===== src/shared/dpl_pkg.sv =====
package dpl_pkg;

    // ************************************************************
    // Code and bus widths
    // ************************************************************
    localparam int CODE_W = 14;
    localparam int BYTE_W = 8;
    localparam int HI_W   = 6;

    // ************************************************************
    // Address pair decode on the byte-wide port
    // ************************************************************
    localparam logic [1:0] ADDR_DIRECT = 2'h0;
    localparam logic [1:0] ADDR_HIGH   = 2'h1;
    localparam logic [1:0] ADDR_LOW    = 2'h2;
    localparam logic [1:0] ADDR_XFER   = 2'h3;

    // ************************************************************
    // Pin timing, ns as printed for the widest temperature range
    // ************************************************************
    localparam int CLK_NS      = 20;
    localparam int WR_PULSE_NS = 240;
    localparam int SETUP_NS    = 180;
    localparam int HOLD_NS     = 30;
    localparam int WR_PULSE_CYC = (WR_PULSE_NS + CLK_NS - 1) / CLK_NS;
    localparam int SETUP_CYC    = (SETUP_NS + CLK_NS - 1) / CLK_NS;
    localparam int HOLD_CYC     = (HOLD_NS + CLK_NS - 1) / CLK_NS;
    localparam logic [4:0] CNT_W0 = 5'h0;

    // ************************************************************
    // Host command kinds
    // ************************************************************
    typedef enum logic [2:0] {
        CMD_DIRECT = 3'h0,
        CMD_HIGH   = 3'h1,
        CMD_LOW    = 3'h2,
        CMD_XFER   = 3'h3,
        CMD_WORD   = 3'h4,
        CMD_LOAD   = 3'h5
    } dpl_cmd_t;

    typedef struct packed {
        dpl_cmd_t          kind;
        logic [CODE_W-1:0] code;
    } dpl_req_t;

    // Byte-wide port pins
    typedef struct packed {
        logic              sel_n;
        logic              wr_n;
        logic              reg_select_hi;
        logic              reg_select_lo;
        logic [BYTE_W-1:0] data;
    } dpl_byte_pins_t;

    // Word-wide port pins
    typedef struct packed {
        logic              high_byte_select_n;
        logic              low_byte_select_n;
        logic              wr_n;
        logic              load_output_n;
        logic [CODE_W-1:0] data;
    } dpl_word_pins_t;

endpackage


===== src/logic/dpl_strobe_timer.sv =====
`timescale 1ns/1ps
`default_nettype none

// ************************************************************
// Phase timer: counts a phase length and pulses when it ends
// ************************************************************
module dpl_strobe_timer
(
    input  wire logic       i_clk_sys,
    input  wire logic       i_srst,
    input  wire logic       i_start,
    input  wire logic [4:0] i_len,
    output var  logic       o_done
);

    logic [4:0] cnt_r;
    logic [4:0] cnt_nxt;
    logic       done_nxt;

    // Load on start, count down, pulse done at one
    always_comb
    begin
        cnt_nxt  = cnt_r;
        done_nxt = 1'b0;
        if (i_start)
        begin
            cnt_nxt = i_len;
        end
        else if (cnt_r != dpl_pkg::CNT_W0)
        begin
            cnt_nxt  = cnt_r - 5'h1;
            done_nxt = (cnt_r == 5'h1);
        end
    end

    always_ff @(posedge i_clk_sys)
    begin
        if (i_srst)
        begin
            cnt_r  <= dpl_pkg::CNT_W0;
            o_done <= 1'b0;
        end
        else
        begin
            cnt_r  <= cnt_nxt;
            o_done <= done_nxt;
        end
    end

endmodule

`default_nettype wire


===== src/logic/dpl_host.sv =====
`timescale 1ns/1ps
`default_nettype none

// Notes on behaviour
// - On the byte port a HIGH code goes as two byte writes, right-justified; DIRECT goes as one.
// - On the word port all 14 bits go at once under high and low selects.
// - Data is taken only while the write strobe is low.
// - The byte port responds only while its select is low.
// - The address pair, held through each write, picks the target.
// - On the word port a low load pulse copies inputs to the output.

module dpl_host
(
    input  wire logic                     i_clk_sys,
    input  wire logic                     i_srst,
    input  wire logic                     i_req_valid,
    input  wire dpl_pkg::dpl_req_t        i_req,
    output var  logic                     o_req_ready,
    output var  logic                     o_done,
    output var  logic [dpl_pkg::CODE_W-1:0] o_out_code,
    output var  dpl_pkg::dpl_byte_pins_t  o_byte_pins,
    output var  dpl_pkg::dpl_word_pins_t  o_word_pins
);

    // ************************************************************
    // Sequencer states
    // ************************************************************
    typedef enum logic [3:0] {
        ST_IDLE  = 4'b0001,
        ST_SETUP = 4'b0010,
        ST_PULSE = 4'b0100,
        ST_HOLD  = 4'b1000
    } dpl_state_t;

    dpl_state_t                    state_r;
    dpl_state_t                    state_nxt;
    dpl_pkg::dpl_req_t             req_r;
    dpl_pkg::dpl_req_t             req_nxt;
    logic                          second_r;
    logic                          second_nxt;
    logic                          tmr_start;
    logic [4:0]                    tmr_len;
    logic                          tmr_done;
    logic                          ready_nxt;
    logic                          done_nxt;
    dpl_pkg::dpl_byte_pins_t       bpins_nxt;
    dpl_pkg::dpl_word_pins_t       wpins_nxt;
    logic [dpl_pkg::CODE_W-1:0]    in_code_r;
    logic [dpl_pkg::CODE_W-1:0]    in_code_nxt;
    logic [dpl_pkg::CODE_W-1:0]    win_code_r;
    logic [dpl_pkg::CODE_W-1:0]    win_code_nxt;
    logic [dpl_pkg::CODE_W-1:0]    out_code_nxt;
    logic                          is_byte;
    logic                          is_hi_phase;
    logic [1:0]                    addr;

    dpl_strobe_timer u_timer
    (
        .i_clk_sys (i_clk_sys),
        .i_srst    (i_srst),
        .i_start   (tmr_start),
        .i_len     (tmr_len),
        .o_done    (tmr_done)
    );

    // ************************************************************
    // Decode of the current access
    // ************************************************************
    // A direct write of a code that is not all zeros or all ones would
    // be split badly by transparency, so DIRECT is sent as a single byte
    // with the code's low byte and both halves
    always_comb
    begin
        is_byte     = (req_r.kind != dpl_pkg::CMD_WORD)
                   && (req_r.kind != dpl_pkg::CMD_LOAD);
        // A direct two-step is not used; HIGH first when split
        is_hi_phase = (req_r.kind == dpl_pkg::CMD_HIGH) && !second_r;
        unique case (req_r.kind)
            dpl_pkg::CMD_DIRECT: addr = dpl_pkg::ADDR_DIRECT;
            dpl_pkg::CMD_HIGH:   addr = second_r ? dpl_pkg::ADDR_LOW
                                                 : dpl_pkg::ADDR_HIGH;
            dpl_pkg::CMD_LOW:    addr = dpl_pkg::ADDR_LOW;
            dpl_pkg::CMD_XFER:   addr = dpl_pkg::ADDR_XFER;
            default:             addr = dpl_pkg::ADDR_XFER;
        endcase
    end

    // ************************************************************
    // Sequencer: setup, strobe low, hold, then next byte or done
    // ************************************************************
    always_comb
    begin
        state_nxt    = state_r;
        req_nxt      = req_r;
        second_nxt   = second_r;
        tmr_start    = 1'b0;
        tmr_len      = 5'(dpl_pkg::SETUP_CYC);
        ready_nxt    = 1'b0;
        done_nxt     = 1'b0;
        bpins_nxt    = o_byte_pins;
        wpins_nxt    = o_word_pins;
        in_code_nxt  = in_code_r;
        win_code_nxt = win_code_r;
        out_code_nxt = o_out_code;
        unique case (state_r)
            ST_IDLE:
            begin
                ready_nxt = 1'b1;
                if (i_req_valid && o_req_ready)
                begin
                    req_nxt    = i_req;
                    second_nxt = 1'b0;
                    ready_nxt  = 1'b0;
                    tmr_start  = 1'b1;
                    state_nxt  = ST_SETUP;
                end
            end
            ST_SETUP:
            begin
                // Address, select and data settle before the strobe
                if (is_byte)
                begin
                    bpins_nxt.sel_n         = 1'b0;
                    bpins_nxt.reg_select_hi = addr[1];
                    bpins_nxt.reg_select_lo = addr[0];
                    bpins_nxt.data          = is_hi_phase
                        ? {2'h0, req_r.code[13:8]}
                        : req_r.code[7:0];
                end
                else if (req_r.kind == dpl_pkg::CMD_WORD)
                begin
                    wpins_nxt.high_byte_select_n = 1'b0;
                    wpins_nxt.low_byte_select_n  = 1'b0;
                    wpins_nxt.data               = req_r.code;
                end
                if (tmr_done)
                begin
                    tmr_start = 1'b1;
                    tmr_len   = 5'(dpl_pkg::WR_PULSE_CYC);
                    state_nxt = ST_PULSE;
                    if (req_r.kind == dpl_pkg::CMD_LOAD)
                        wpins_nxt.load_output_n = 1'b0;
                    else if (is_byte)
                        bpins_nxt.wr_n = 1'b0;
                    else
                        wpins_nxt.wr_n = 1'b0;
                end
            end
            ST_PULSE:
            begin
                if (tmr_done)
                begin
                    bpins_nxt.wr_n          = 1'b1;
                    wpins_nxt.wr_n          = 1'b1;
                    wpins_nxt.load_output_n = 1'b1;
                    tmr_start = 1'b1;
                    tmr_len   = 5'(dpl_pkg::HOLD_CYC);
                    state_nxt = ST_HOLD;
                    // Shadow of what the device now holds
                    // Byte and word devices keep separate input registers,
                    // so a word write never leaks into a byte-port copy
                    unique case (req_r.kind)
                        dpl_pkg::CMD_DIRECT:
                        begin
                            in_code_nxt  = req_r.code;
                            out_code_nxt = req_r.code;
                        end
                        dpl_pkg::CMD_HIGH:
                            if (!second_r)
                                in_code_nxt[13:8] = req_r.code[13:8];
                            else
                                in_code_nxt[7:0] = req_r.code[7:0];
                        dpl_pkg::CMD_LOW:
                            in_code_nxt[7:0] = req_r.code[7:0];
                        dpl_pkg::CMD_WORD:
                            win_code_nxt = req_r.code;
                        dpl_pkg::CMD_XFER:
                            out_code_nxt = in_code_r;
                        default:
                            out_code_nxt = win_code_r;
                    endcase
                end
            end
            ST_HOLD:
            begin
                if (tmr_done)
                begin
                    bpins_nxt.sel_n              = 1'b1;
                    wpins_nxt.high_byte_select_n = 1'b1;
                    wpins_nxt.low_byte_select_n  = 1'b1;
                    if (req_r.kind == dpl_pkg::CMD_HIGH && !second_r)
                    begin
                        second_nxt = 1'b1;
                        tmr_start  = 1'b1;
                        state_nxt  = ST_SETUP;
                    end
                    else
                    begin
                        done_nxt  = 1'b1;
                        ready_nxt = 1'b1;
                        state_nxt = ST_IDLE;
                    end
                end
            end
        endcase
    end

    // ************************************************************
    // Registers; strobes and selects idle high so the device ignores the bus
    // ************************************************************
    always_ff @(posedge i_clk_sys)
    begin
        if (i_srst)
        begin
            state_r     <= ST_IDLE;
            req_r       <= '0;
            second_r    <= 1'b0;
            o_req_ready <= 1'b0;
            o_done      <= 1'b0;
            in_code_r   <= '0;
            win_code_r  <= '0;
            o_out_code  <= '0;
            o_byte_pins <= '{sel_n: 1'b1, wr_n: 1'b1, reg_select_hi: 1'b0,
                             reg_select_lo: 1'b0, data: 8'h00};
            o_word_pins <= '{high_byte_select_n: 1'b1,
                             low_byte_select_n: 1'b1, wr_n: 1'b1,
                             load_output_n: 1'b1, data: 14'h0000};
        end
        else
        begin
            state_r     <= state_nxt;
            req_r       <= req_nxt;
            second_r    <= second_nxt;
            o_req_ready <= ready_nxt;
            o_done      <= done_nxt;
            in_code_r   <= in_code_nxt;
            win_code_r  <= win_code_nxt;
            o_out_code  <= out_code_nxt;
            o_byte_pins <= bpins_nxt;
            o_word_pins <= wpins_nxt;
        end
    end

endmodule

`default_nettype wire


===== config.mk =====
export PLATFORM = sky130hd
export DESIGN_NAME = dpl_host
export DESIGN_NICKNAME = d
export VERILOG_FILES = /design/src/shared/dpl_pkg.sv /design/src/logic/dpl_strobe_timer.sv /design/src/logic/dpl_host.sv
export SDC_FILE = /design/constraint.sdc
export NUM_CORES = 1
export LEC_CHECK = 0
export BUFFER_PORTS_ARGS = -buffer_cell sky130_fd_sc_hd__buf_2
export CORE_AREA = 2 2 93 95
export CTS_CLUSTER_DIAMETER = 50
export DETAILED_ROUTE_END_ITERATION = 12
export DIE_AREA = 0 0 95 97
export PLACE_DENSITY_LB_ADDON = 0.12
export SKIP_LAST_GASP = 1
export SLEW_MARGIN = 15
export SYNTH_ARGS = -nofsm -noshare
export SYNTH_HDL_FRONTEND = slang
export SYNTH_SLANG_ARGS = --single-unit

===== constraint.sdc =====
create_clock -name i_clk_sys -period 5.7 [get_ports i_clk_sys]
set_input_delay 1.14 -clock i_clk_sys [delete_from_list [all_inputs] [get_ports i_clk_sys]]
set_output_delay 1.14 -clock i_clk_sys [all_outputs]
set_load 0.01 [all_outputs]

[After elaboration in Yosys (flattened, before gate mapping)]
Index checks and enable logic that the tools add are counted.
W data, S select, Z words.
Word-level totals
  register bits after elaboration: 102
  bits in latches: 0
  RAM bits: 0
  ROM bits: 0
  bits of input ports: 20
  output and inout port bits: 46
  logic and storage cells: 129
  memories: 0
Operators by class
  add/sub/neg operators: 1
  $mul: 0
  divide/modulo/power cells: 0
  order comparisons: 0
  equal/unequal tests: 24
  shifts and indexed selects: 0
  muxes and demuxes: 47
  bitwise gates (word level): 4
  reductions and logical operators: 31
Operators with widths (number)
  $pmux W14 S3: 1
  $reduce_and A4 Y1: 6
  $mux W4: 5
  $ne A2 B2 Y1 const B: 9
  $mux W1: 17
  $mux W8: 2
  $pmux W4 S4: 1
  $pmux W8 S2: 1
  $mux W2: 6
  $pmux W6 S2: 1
  $reduce_and A3 Y1: 4
  $reduce_bool A2 Y1: 6
  $mux W5: 2
  $reduce_and A5 Y1: 2
  $pmux W1 S2: 4
  $pmux W2 S2: 2
  $pmux W4 S2: 1
  $eq A3 B2 Y1 const B: 2
  $eq A3 B3 Y1 const B: 2
  $mux W6: 1
  $ne A2 B1 Y1 const B: 3
  $ne A3 B3 Y1 const B: 2
  $pmux W2 S3: 1
  $reduce_or A2 Y1: 3
  other kinds (16): 23

[Depth between registers and ports, before layout]
Gate-level depths: netlist (run 1).
  depth in word-level cells: 6
  gate-level depth with buffers: 8

[By module]
From an unflattened synthesis (run 1), not the netlist that was laid out.
Second synthesis, totals
  cells, all modules: 507
  area total of the unflattened synthesis: 4370.4 sq um
Modules (own cells, without submodules)
  dpl_host: times used 1, cells an instance 469, area an instance 4028.9 sq um, seq. area each 1901.8 sq um
  dpl_strobe_timer: times used 1, cells an instance 38, area an instance 341.6 sq um, seq. area each 120.1 sq um

[Worst setup path before layout (run 1)]
OpenSTA, ideal clock, no wires.
  kind: input to register
  start: input i_srst
  end: register in_code_r[0] (netlist bit)
  library setup time: 128 ps
  arrival time: 2006 ps
  required time: 5572 ps
  slack: 3567 ps
  stages: 4
  buffers on the path: 3
  cells stage by stage: clkbuf_1 clkbuf_1 clkbuf_1 nor2_1
RTL lines
  from (decl): RTL line dpl_host.sv:15  | input wire logic i_srst,
  to (signal assigned): RTL line dpl_host.sv:236  | in_code_r <= in_code_nxt;
  to (decl): RTL line dpl_host.sv:48  | logic [dpl_pkg::CODE_W-1:0] in_code_r;
No word-level cell between the ends.

[Worst setup path in the final report (run 1)]
  start: register state_r[1]
  end: register o_word_pins[9] (netlist bit)
Between the ends
  longest elaborated chain between the ends: 2
Ends and longest elaborated chain
  from (decl): RTL line dpl_host.sv:35  | dpl_state_t state_r;
  from (signal assigned): RTL line dpl_host.sv:231  | state_r <= state_nxt;
  $eq A4 B2 Y1: RTL line dpl_host.sv:105  | unique case (state_r)
  $reduce_and A3 Y1 (no line)
  to (signal assigned): RTL line dpl_host.sv:225  | o_word_pins <= '{high_byte_select_n: 1'b1,
  to (signal assigned): RTL line dpl_host.sv:240  | o_word_pins <= wpins_nxt;
  to (decl): RTL line dpl_host.sv:22  | output var dpl_pkg::dpl_word_pins_t o_word_pins
Every way passes these cells.
A chain may end at the register's enable or synchronous reset.

==> results of run 1 <==
==> cells in the mapped netlist <==
cell type,n
dfxtp_1,101
nor2_1,82
mux2i_1,68
o21ai_0,35
clkbuf_1,29
nor3_1,20
a21oi_1,17
and3b_1,15
o2111ai_1,14
nand2_1,11
a211oi_1,7
nor2b_1,7
buf_2,6
inv_1,5
nor4b_1,4
buf_6,3
ha_1,3
nand2b_1,3
a211o_1,2
a32oi_1,2
buf_4,2
nand3_1,2
nor4_1,2
o21a_1,2
o22ai_1,2
o2bb2ai_1,2
o31ai_1,2
or2_2,2
or3_1,2
xor2_1,2
a2111oi_4,1
a22oi_1,1
mux2_2,1
nand3b_1,1
nand4_1,1
nand4bb_1,1
nor2_2,1
nor3_2,1
nor3b_1,1
nor4_2,1
o211a_1,1
o21ai_1,1
o21bai_1,1
or4b_1,1
xnor2_1,1
==> per-layer routing <==
| layer | up-vias | wire [um] | track usage |
|---|---|---|---|
| met3 | 7 | 735 | 0.0576 |
| met2 | 135 | 4370 | 0.320 |
| met5 | - | 0 | 0 |
| li1 | 1741 | - | - |
| met1 | 1649 | 4960 | 0.334 |
| met4 | 0 | 72 | 0.0502 |
==> worst min path at each step <==
| stage | from | endpoint | slack [ns] |
|---|---|---|---|
| 5_1_grt | o_byte_pins[10]$_SDFFE_PP1P_ | o_byte_pins[10]$_SDFFE_PP1P_ | 0.48 |
| 3_5_place_dp | o_byte_pins[10]$_SDFFE_PP1P_ | o_byte_pins[10]$_SDFFE_PP1P_ | 0.45 |
| 3_3_place_gp | o_byte_pins[10]$_SDFFE_PP1P_ | o_byte_pins[10]$_SDFFE_PP1P_ | 0.45 |
| 6_report | o_byte_pins[10]$_SDFFE_PP1P_ | o_byte_pins[10]$_SDFFE_PP1P_ | 0.46 |
| 2_1_floorplan | in_code_r[0]$_SDFFE_PP0P_ | in_code_r[0]$_SDFFE_PP0P_ | 0.45 |
| 4_1_cts | o_byte_pins[10]$_SDFFE_PP1P_ | o_byte_pins[10]$_SDFFE_PP1P_ | 0.47 |
==> logic make-up (layout without fill, tap and decap cells) <==
kind of cell	after synthesis	count (layout)	synth area share
AO/OA/AOI/OAI	90	90	0.135
buffers and inverters	45	92	0.0472
AND/OR/NAND/NOR	158	158	0.182
multiplexers	69	69	0.158
flip-flops	101	101	0.463
XOR/XNOR	3	3	0.00601
adder cells (fa/ha/maj)	3	3	0.00859
==> sequential cells by signal (all words and copies together), names as in the netlist <==
register / cells
o_word_pins: 17
req_r: 17
in_code_r: 14
o_out_code: 14
win_code_r: 14
o_byte_pins: 12
u_timer.cnt_r: 5
state_r: 4
o_done: 1
o_req_ready: 1
second_r: 1
u_timer.o_done: 1
==> stage by stage <==
stage	cell area, um^2	util	hold WS (ns)	std cells
finish	4870	0.599	0.465	621
global route	4870	0.599	0.482	621
CTS	4870	0.599	0.471	621
detailed placement	4700	0.578	0.454	605
global placement	4700	0.578	0.450	605
floorplan	4370	-	0.452	469
==> critical path, delay by kind of cell, from the launching register on <==
family,cells,cell delay [ns]
mux,1,0.28
simple gates,3,1.47
flops,1,0.62
==> cell type report <==
type,instances,area share
Inverter,5,0.00385
Clock inverter,6,0.00950
Clock buffer,10,0.0262
Tap cell,105,0.0270
Timing Repair Buffer,71,0.0760
Sequential cell,101,0.415
Multi-Input combinational cell,323,0.442
==> power by group through the flow <==
stage | sequential (uW) | combinational (uW) | clock [uW]
after floorplan | 815 | 301 | 0
after global placement | 841 | 352 | 0
after detailed placement | 843 | 364 | 0
after CTS | 827 | 365 | 426
after global routing | 836 | 405 | 460
final | 828 | 366 | 414
==> results.json, run 1 <==
{
  "r2r_end": "o_word_pins[9]$_SDFFE_PP0P_",
  "critPathRequiredTime_ns": 5.92,
  "status": "complete, no violations",
  "tns_ns": 0,
  "report.final.hold_viol_count": 0,
  "swShare": 0.333,
  "multiInputGateArea_um2": 2160,
  "drtIter0Drc": 212,
  "synth_nets": 492,
  "drc_errors": 0,
  "viasPerCell": 5.69,
  "setup_viol": 0,
  "r2r_setup_slack_ns": 3.17,
  "synth-seq-cells": 101,
  "grt.overflow.total": 0,
  "wl_per_cell_um": 16.3,
  "fin_ws_ns": 3.17,
  "area_growth_pct": 11.5,
  "clock_path_buffers": 2,
  "crit_type": "register to register",
  "slowest_stage": "or3_1",
  "hpwl_um": 6860,
  "grt_use_total": 0.223,
  "cts_root_buf": "clkbuf_8",
  "syn_avg_cell_area_um2": 9.32,
  "grt_pass1_vias": 3076,
  "endpoint": "o_word_pins[9]$_SDFFE_PP0P_",
  "clock-sinks": 101,
  "antenna_found_initial": 0,
  "ys_seq_area_frac": 0.463,
  "die_w_um": 95,
  "worstHoldPathCells": 2,
  "finalNetCount": 534,
  "cts-htree-levels": 3,
  "r2r_cells": 4,
  "dieArea_um2": 9220,
  "pwr-share-comb": 0.228,
  "cts_resized": 0,
  "end_kind": "register",
  "fillers": 730,
  "finalPower_uw": 1610,
  "drv_slew": 0,
  "ant_nets": 0,
  "fp-row-count": 33,
  "io_buffer_count": 65,
  "drive_gt1_frac": 0.182,
  "clock-skew-final_ns": 0.0122,
  "period_minus_slack_ns": 2.53,
  "syn_area_um2": 4370,
  "fp.dieH_um": 97,
  "power_frac_seq": 0.515,
  "max_stage_delay_ns": 0.77,
  "power.switching_uw": 535,
  "clk_pin_slew_worst_paths_ns": 0.10,
  "power_density_nw_per_um2": 330,
  "grt_pass1_wl_um": 16200,
  "cts_buffers": 9,
  "ir_worst_vdd_mv": 0.162,
  "synth_top_area_cell": "dfxtp_1",
  "final_common_cell": "dfxtp_1",
  "grt_max_degree": 53,
  "cts_tree": "done",
  "vias": 3532,
  "clock_latency_ns": 0.37,
  "post_cts_buffers": 0,
  "startpoint_type": "register",
  "min_path_type": "register to register",
  "coreArea_um2": 8130,
  "grt_setup_unrepaired": "no",
  "post-route-period-util": 0.444,
  "fmax_ghz": 0.395,
  "synth_warnings": 0,
  "path_max_fanout": 16,
  "r2r_start": "state_r[1]$_SDFFE_PP0P_",
  "synth_cell_types": 45,
  "max_slew.worst_pin.slew_ns": 1.07,
  "initial_core_util": 0.537,
  "drt_pre_antenna_iters": 5,
  "ys_top_cells_by_area": "dfxtp_1 (46%), mux2i_1 (16%), nor2_1 (7.0%)",
  "antenna_cells": 0,
  "leakagePower_uw": 0.00208,
  "path_cells": "or4b_1, or3_1, mux2i_1, nor2_1",
  "final_cell_mix": "dfxtp_1 (101), nor2_1 (82), mux2i_1 (68)",
  "p_int_uw": 1070,
  "ios": 66,
  "max-cap-violations": 0,
  "p_clk_frac": 0.257,
  "hold_buffers": 0,
  "relSlewSlack": 0.286,
  "synth_top_area_frac": 0.463,
  "netlist_instances": 469,
  "arrival_ns": 2.75,
  "place_congestion": 0.847,
  "pre_cts_slack_ns": 2.90,
  "wl_um": 10100,
  "regArea_um2": 2020,
  "crit_start": "state_r[1]$_SDFFE_PP0P_"
}
(Power assumes the default switching activity.)
==> run 2, diff against run 1 <==
--- a/config.mk
+++ b/config.mk
@@ -5,11 +5,12 @@
 export SDC_FILE = /design/constraint.sdc
 export NUM_CORES = 1
 export LEC_CHECK = 0
+export ABC_AREA = 1
 export BUFFER_PORTS_ARGS = -buffer_cell sky130_fd_sc_hd__buf_2
-export CORE_AREA = 2 2 93 95
+export CORE_AREA = 2 2 91 93
 export CTS_CLUSTER_DIAMETER = 50
 export DETAILED_ROUTE_END_ITERATION = 12
-export DIE_AREA = 0 0 95 97
+export DIE_AREA = 0 0 93 95
 export PLACE_DENSITY_LB_ADDON = 0.12
 export SKIP_LAST_GASP = 1
 export SLEW_MARGIN = 15
==> constraint.sdc (replaced) <==
create_clock -name i_clk_sys -period 2.55 [get_ports i_clk_sys]
set_input_delay 0.51 -clock i_clk_sys [delete_from_list [all_inputs] [get_ports i_clk_sys]]
set_output_delay 0.51 -clock i_clk_sys [all_outputs]
set_load 0.01 [all_outputs]
==> run 2 against run 1 <==
Net effect:
- wire length decreased by 2.3%
- critical path depth increased by 2
- cell count increased by 8.1%
- die area decreased by 4.1%
- area after synthesis decreased by 4.4%
- sequential share of layout area increased by 1.9 points
- sequential power increased by 110%
- register-to-register slack got worse by 2.4 ns
- maximum frequency increased by 38%
- non-clock buffer count decreased by 5
- first-iteration DRC count decreased by 26%
- critical path type unchanged
- largest cell class is now flip-flops and latches
==> results.json, run 2 <==
{
  "status": "complete, no violations",
  "final_cell_mix": "dfxtp_1 (101), a21oi_1 (79), o21ai_0 (72)",
  "ys.flop_type": "dfxtp_1",
  "ant_nets": 0,
  "place_congestion": 0.905,
  "grt_pass1_vias": 3326,
  "cts_tree": "done",
  "netlist_instances": 511,
  "syn_avg_cell_area_um2": 8.17,
  "fin_cells": 671,
  "r2r_setup_slack_ns": 0.72,
  "post-route-period-util": 0.717,
  "cts_root_buf": "clkbuf_8",
  "clock_latency_ns": 0.37,
  "fp-row-count": 33,
  "grt_setup_unrepaired": "no",
  "synth_warnings": 0,
  "startpoint_type": "register",
  "grt_pass1_wl_um": 16000,
  "grt_use_total": 0.232,
  "ys_seq_area_frac": 0.484,
  "drt_pre_antenna_iters": 4,
  "synth_top_area_cell": "dfxtp_1",
  "antenna_found_initial": 0,
  "leakagePower_uw": 0.00202,
  "dieArea_um2": 8840,
  "initial_core_util": 0.527,
  "max-cap-violations": 0,
  "report.final.hold_viol_count": 0,
  "post_cts_buffers": 0,
  "drive_gt1_frac": 0.203,
  "yosysMostFrequentCell": "dfxtp_1",
  "syn_area_um2": 4180,
  "whs_ns": 0.420,
  "max_stage_delay_ns": 0.50,
  "die_w_um": 93,
  "tns_ns": 0,
  "clock-skew-final_ns": 0.0116,
  "wl_per_cell_um": 14.8,
  "critPathRequiredTime_ns": 2.78,
  "area_growth_pct": 11.7,
  "path_max_fanout": 35,
  "synth_edf_count": 0,
  "min_path_type": "input port to register",
  "fp.dieH_um": 95,
  "dp.cells": 656,
  "grt.overflow.total": 0,
  "arrival_ns": 2.06,
  "ys_top_cells_by_area": "dfxtp_1 (48%), a21oi_1 (9.5%), o21ai_0 (8.6%)",
  "ir_worst_vdd_mv": 0.359,
  "period_minus_slack_ns": 1.83,
  "drtIter0Drc": 156,
  "crit_start": "state_r[2]$_SDFFE_PP0P_",
  "antenna_cells": 0,
  "final_common_cell": "dfxtp_1",
  "relSlewSlack": 0.584,
  "fin_util": 0.588,
  "finalPower_uw": 3520,
  "cts_resized": 0,
  "hold_buffers": 0,
  "max_slew.worst_pin.slew_ns": 0.624,
  "clock-sinks": 101,
  "coreArea_um2": 7930,
  "grt_max_degree": 88,
  "worst_path_dominant_cell_family": "simple AND/OR/NAND/NOR gates",
  "min_from": "i_req[8]",
  "viasPerCell": 5.34,
  "cts_buffers": 9,
  "r2r_start": "state_r[2]$_SDFFE_PP0P_",
  "synth_cell_types": 34,
  "io_buffer_count": 65,
  "largestRegisters": "o_word_pins: 17 flops, req_r: 17 flops",
  "slowest_stage": "nand3_2",
  "synth_nets": 534,
  "end_kind": "register",
  "synth_top_area_frac": 0.484,
  "power_density_nw_per_um2": 755,
  "fmax_ghz": 0.547,
  "synth_commonest_cells": "dfxtp_1 (101), a21oi_1 (79), o21ai_0 (72)",
  "vias": 3583,
  "ios": 66,
  "path_cells": "inv_1, nand2_1, nor3_2, nand3_2, o21ai_0, a21oi_1",
  "clk_pin_slew_worst_paths_ns": 0.10,
  "drc_errors": 0,
  "finalNetCount": 585,
  "drv_slew": 0,
  "wl_um": 9900,
  "crit_type": "register to register",
  "synth-seq-cells": 101,
  "clock_path_buffers": 2,
  "cts-htree-levels": 3,
  "setup_viol": 0,
  "async_flop_share": 0,
  "path_buf_inv": 1,
  "hpwl_um": 6860
}
[run 2: through the flow]
stage | worst slack, ns | cell area [um^2]
after floorplan | 1.14 | 4180
final | 0.722 | 4660
after detailed placement | 0.829 | 4480
after CTS | 0.790 | 4660
after global placement | 0.865 | 4480
after global routing | 0.584 | 4660
[run 2: worst paths after layout]
check                                                     to  cells after the start
worst max-delay path                   req_r[2]$_SDFFE_PP0P_                      6
worst min-delay path                   req_r[8]$_SDFFE_PP0P_                      3
worst max register to register         req_r[2]$_SDFFE_PP0P_                      6
worst min register to register  o_byte_pins[11]$_SDFFE_PP1P_                      2
[run 2: cell families after synthesis]
family	after synthesis	synth area share
flip-flops	101	0.484
adder cells (fa/ha/maj)	3	0.00899
AND/OR/NAND/NOR	144	0.174
XOR/XNOR	2	0.00420
AO/OA/AOI/OAI	190	0.245
buffers and inverters	71	0.0827
[run 2: power breakdown]
group / switching [uW] / leakage (uW) / internal, uW
Combinational: 532 / 0.00111 / 260
Clock: 577 / 0.0000922 / 369
Sequential: 92.1 / 0.000818 / 1690
Total: 1200 / 0.00202 / 2320
[run 2: routing by layer]
| metal | part of all wire | wire, um | track usage |
|---|---|---|---|
| met2 | 0.46 | 4590 | 0.376 |
| met4 | 0.0090 | 89 | 0.0772 |
| met3 | 0.047 | 470 | 0.0423 |
| met1 | 0.48 | 4750 | 0.314 |
| met5 | 0 | 0 | 0 |
[run 2: worst reg2reg max path, stage by stage, from the launching register on]
cell,delay [ns]
dfxtp_1,0.36
inv_1,0.09
nand2_1,0.12
nor3_2,0.14
nand3_2,0.50
o21ai_0,0.42
a21oi_1,0.07
[run 2: final cells by class]
| type | instances | area [um^2] |
|---|---|---|
| fill | 785 | 3270 |
| timing repair buffer | 66 | 345 |
| multi-input combinational | 339 | 1810 |
| inverter | 45 | 176 |
| clock inverter | 6 | 55.1 |
| sequential | 101 | 2020 |
| tap | 105 | 131 |
| clock buffer | 9 | 124 |
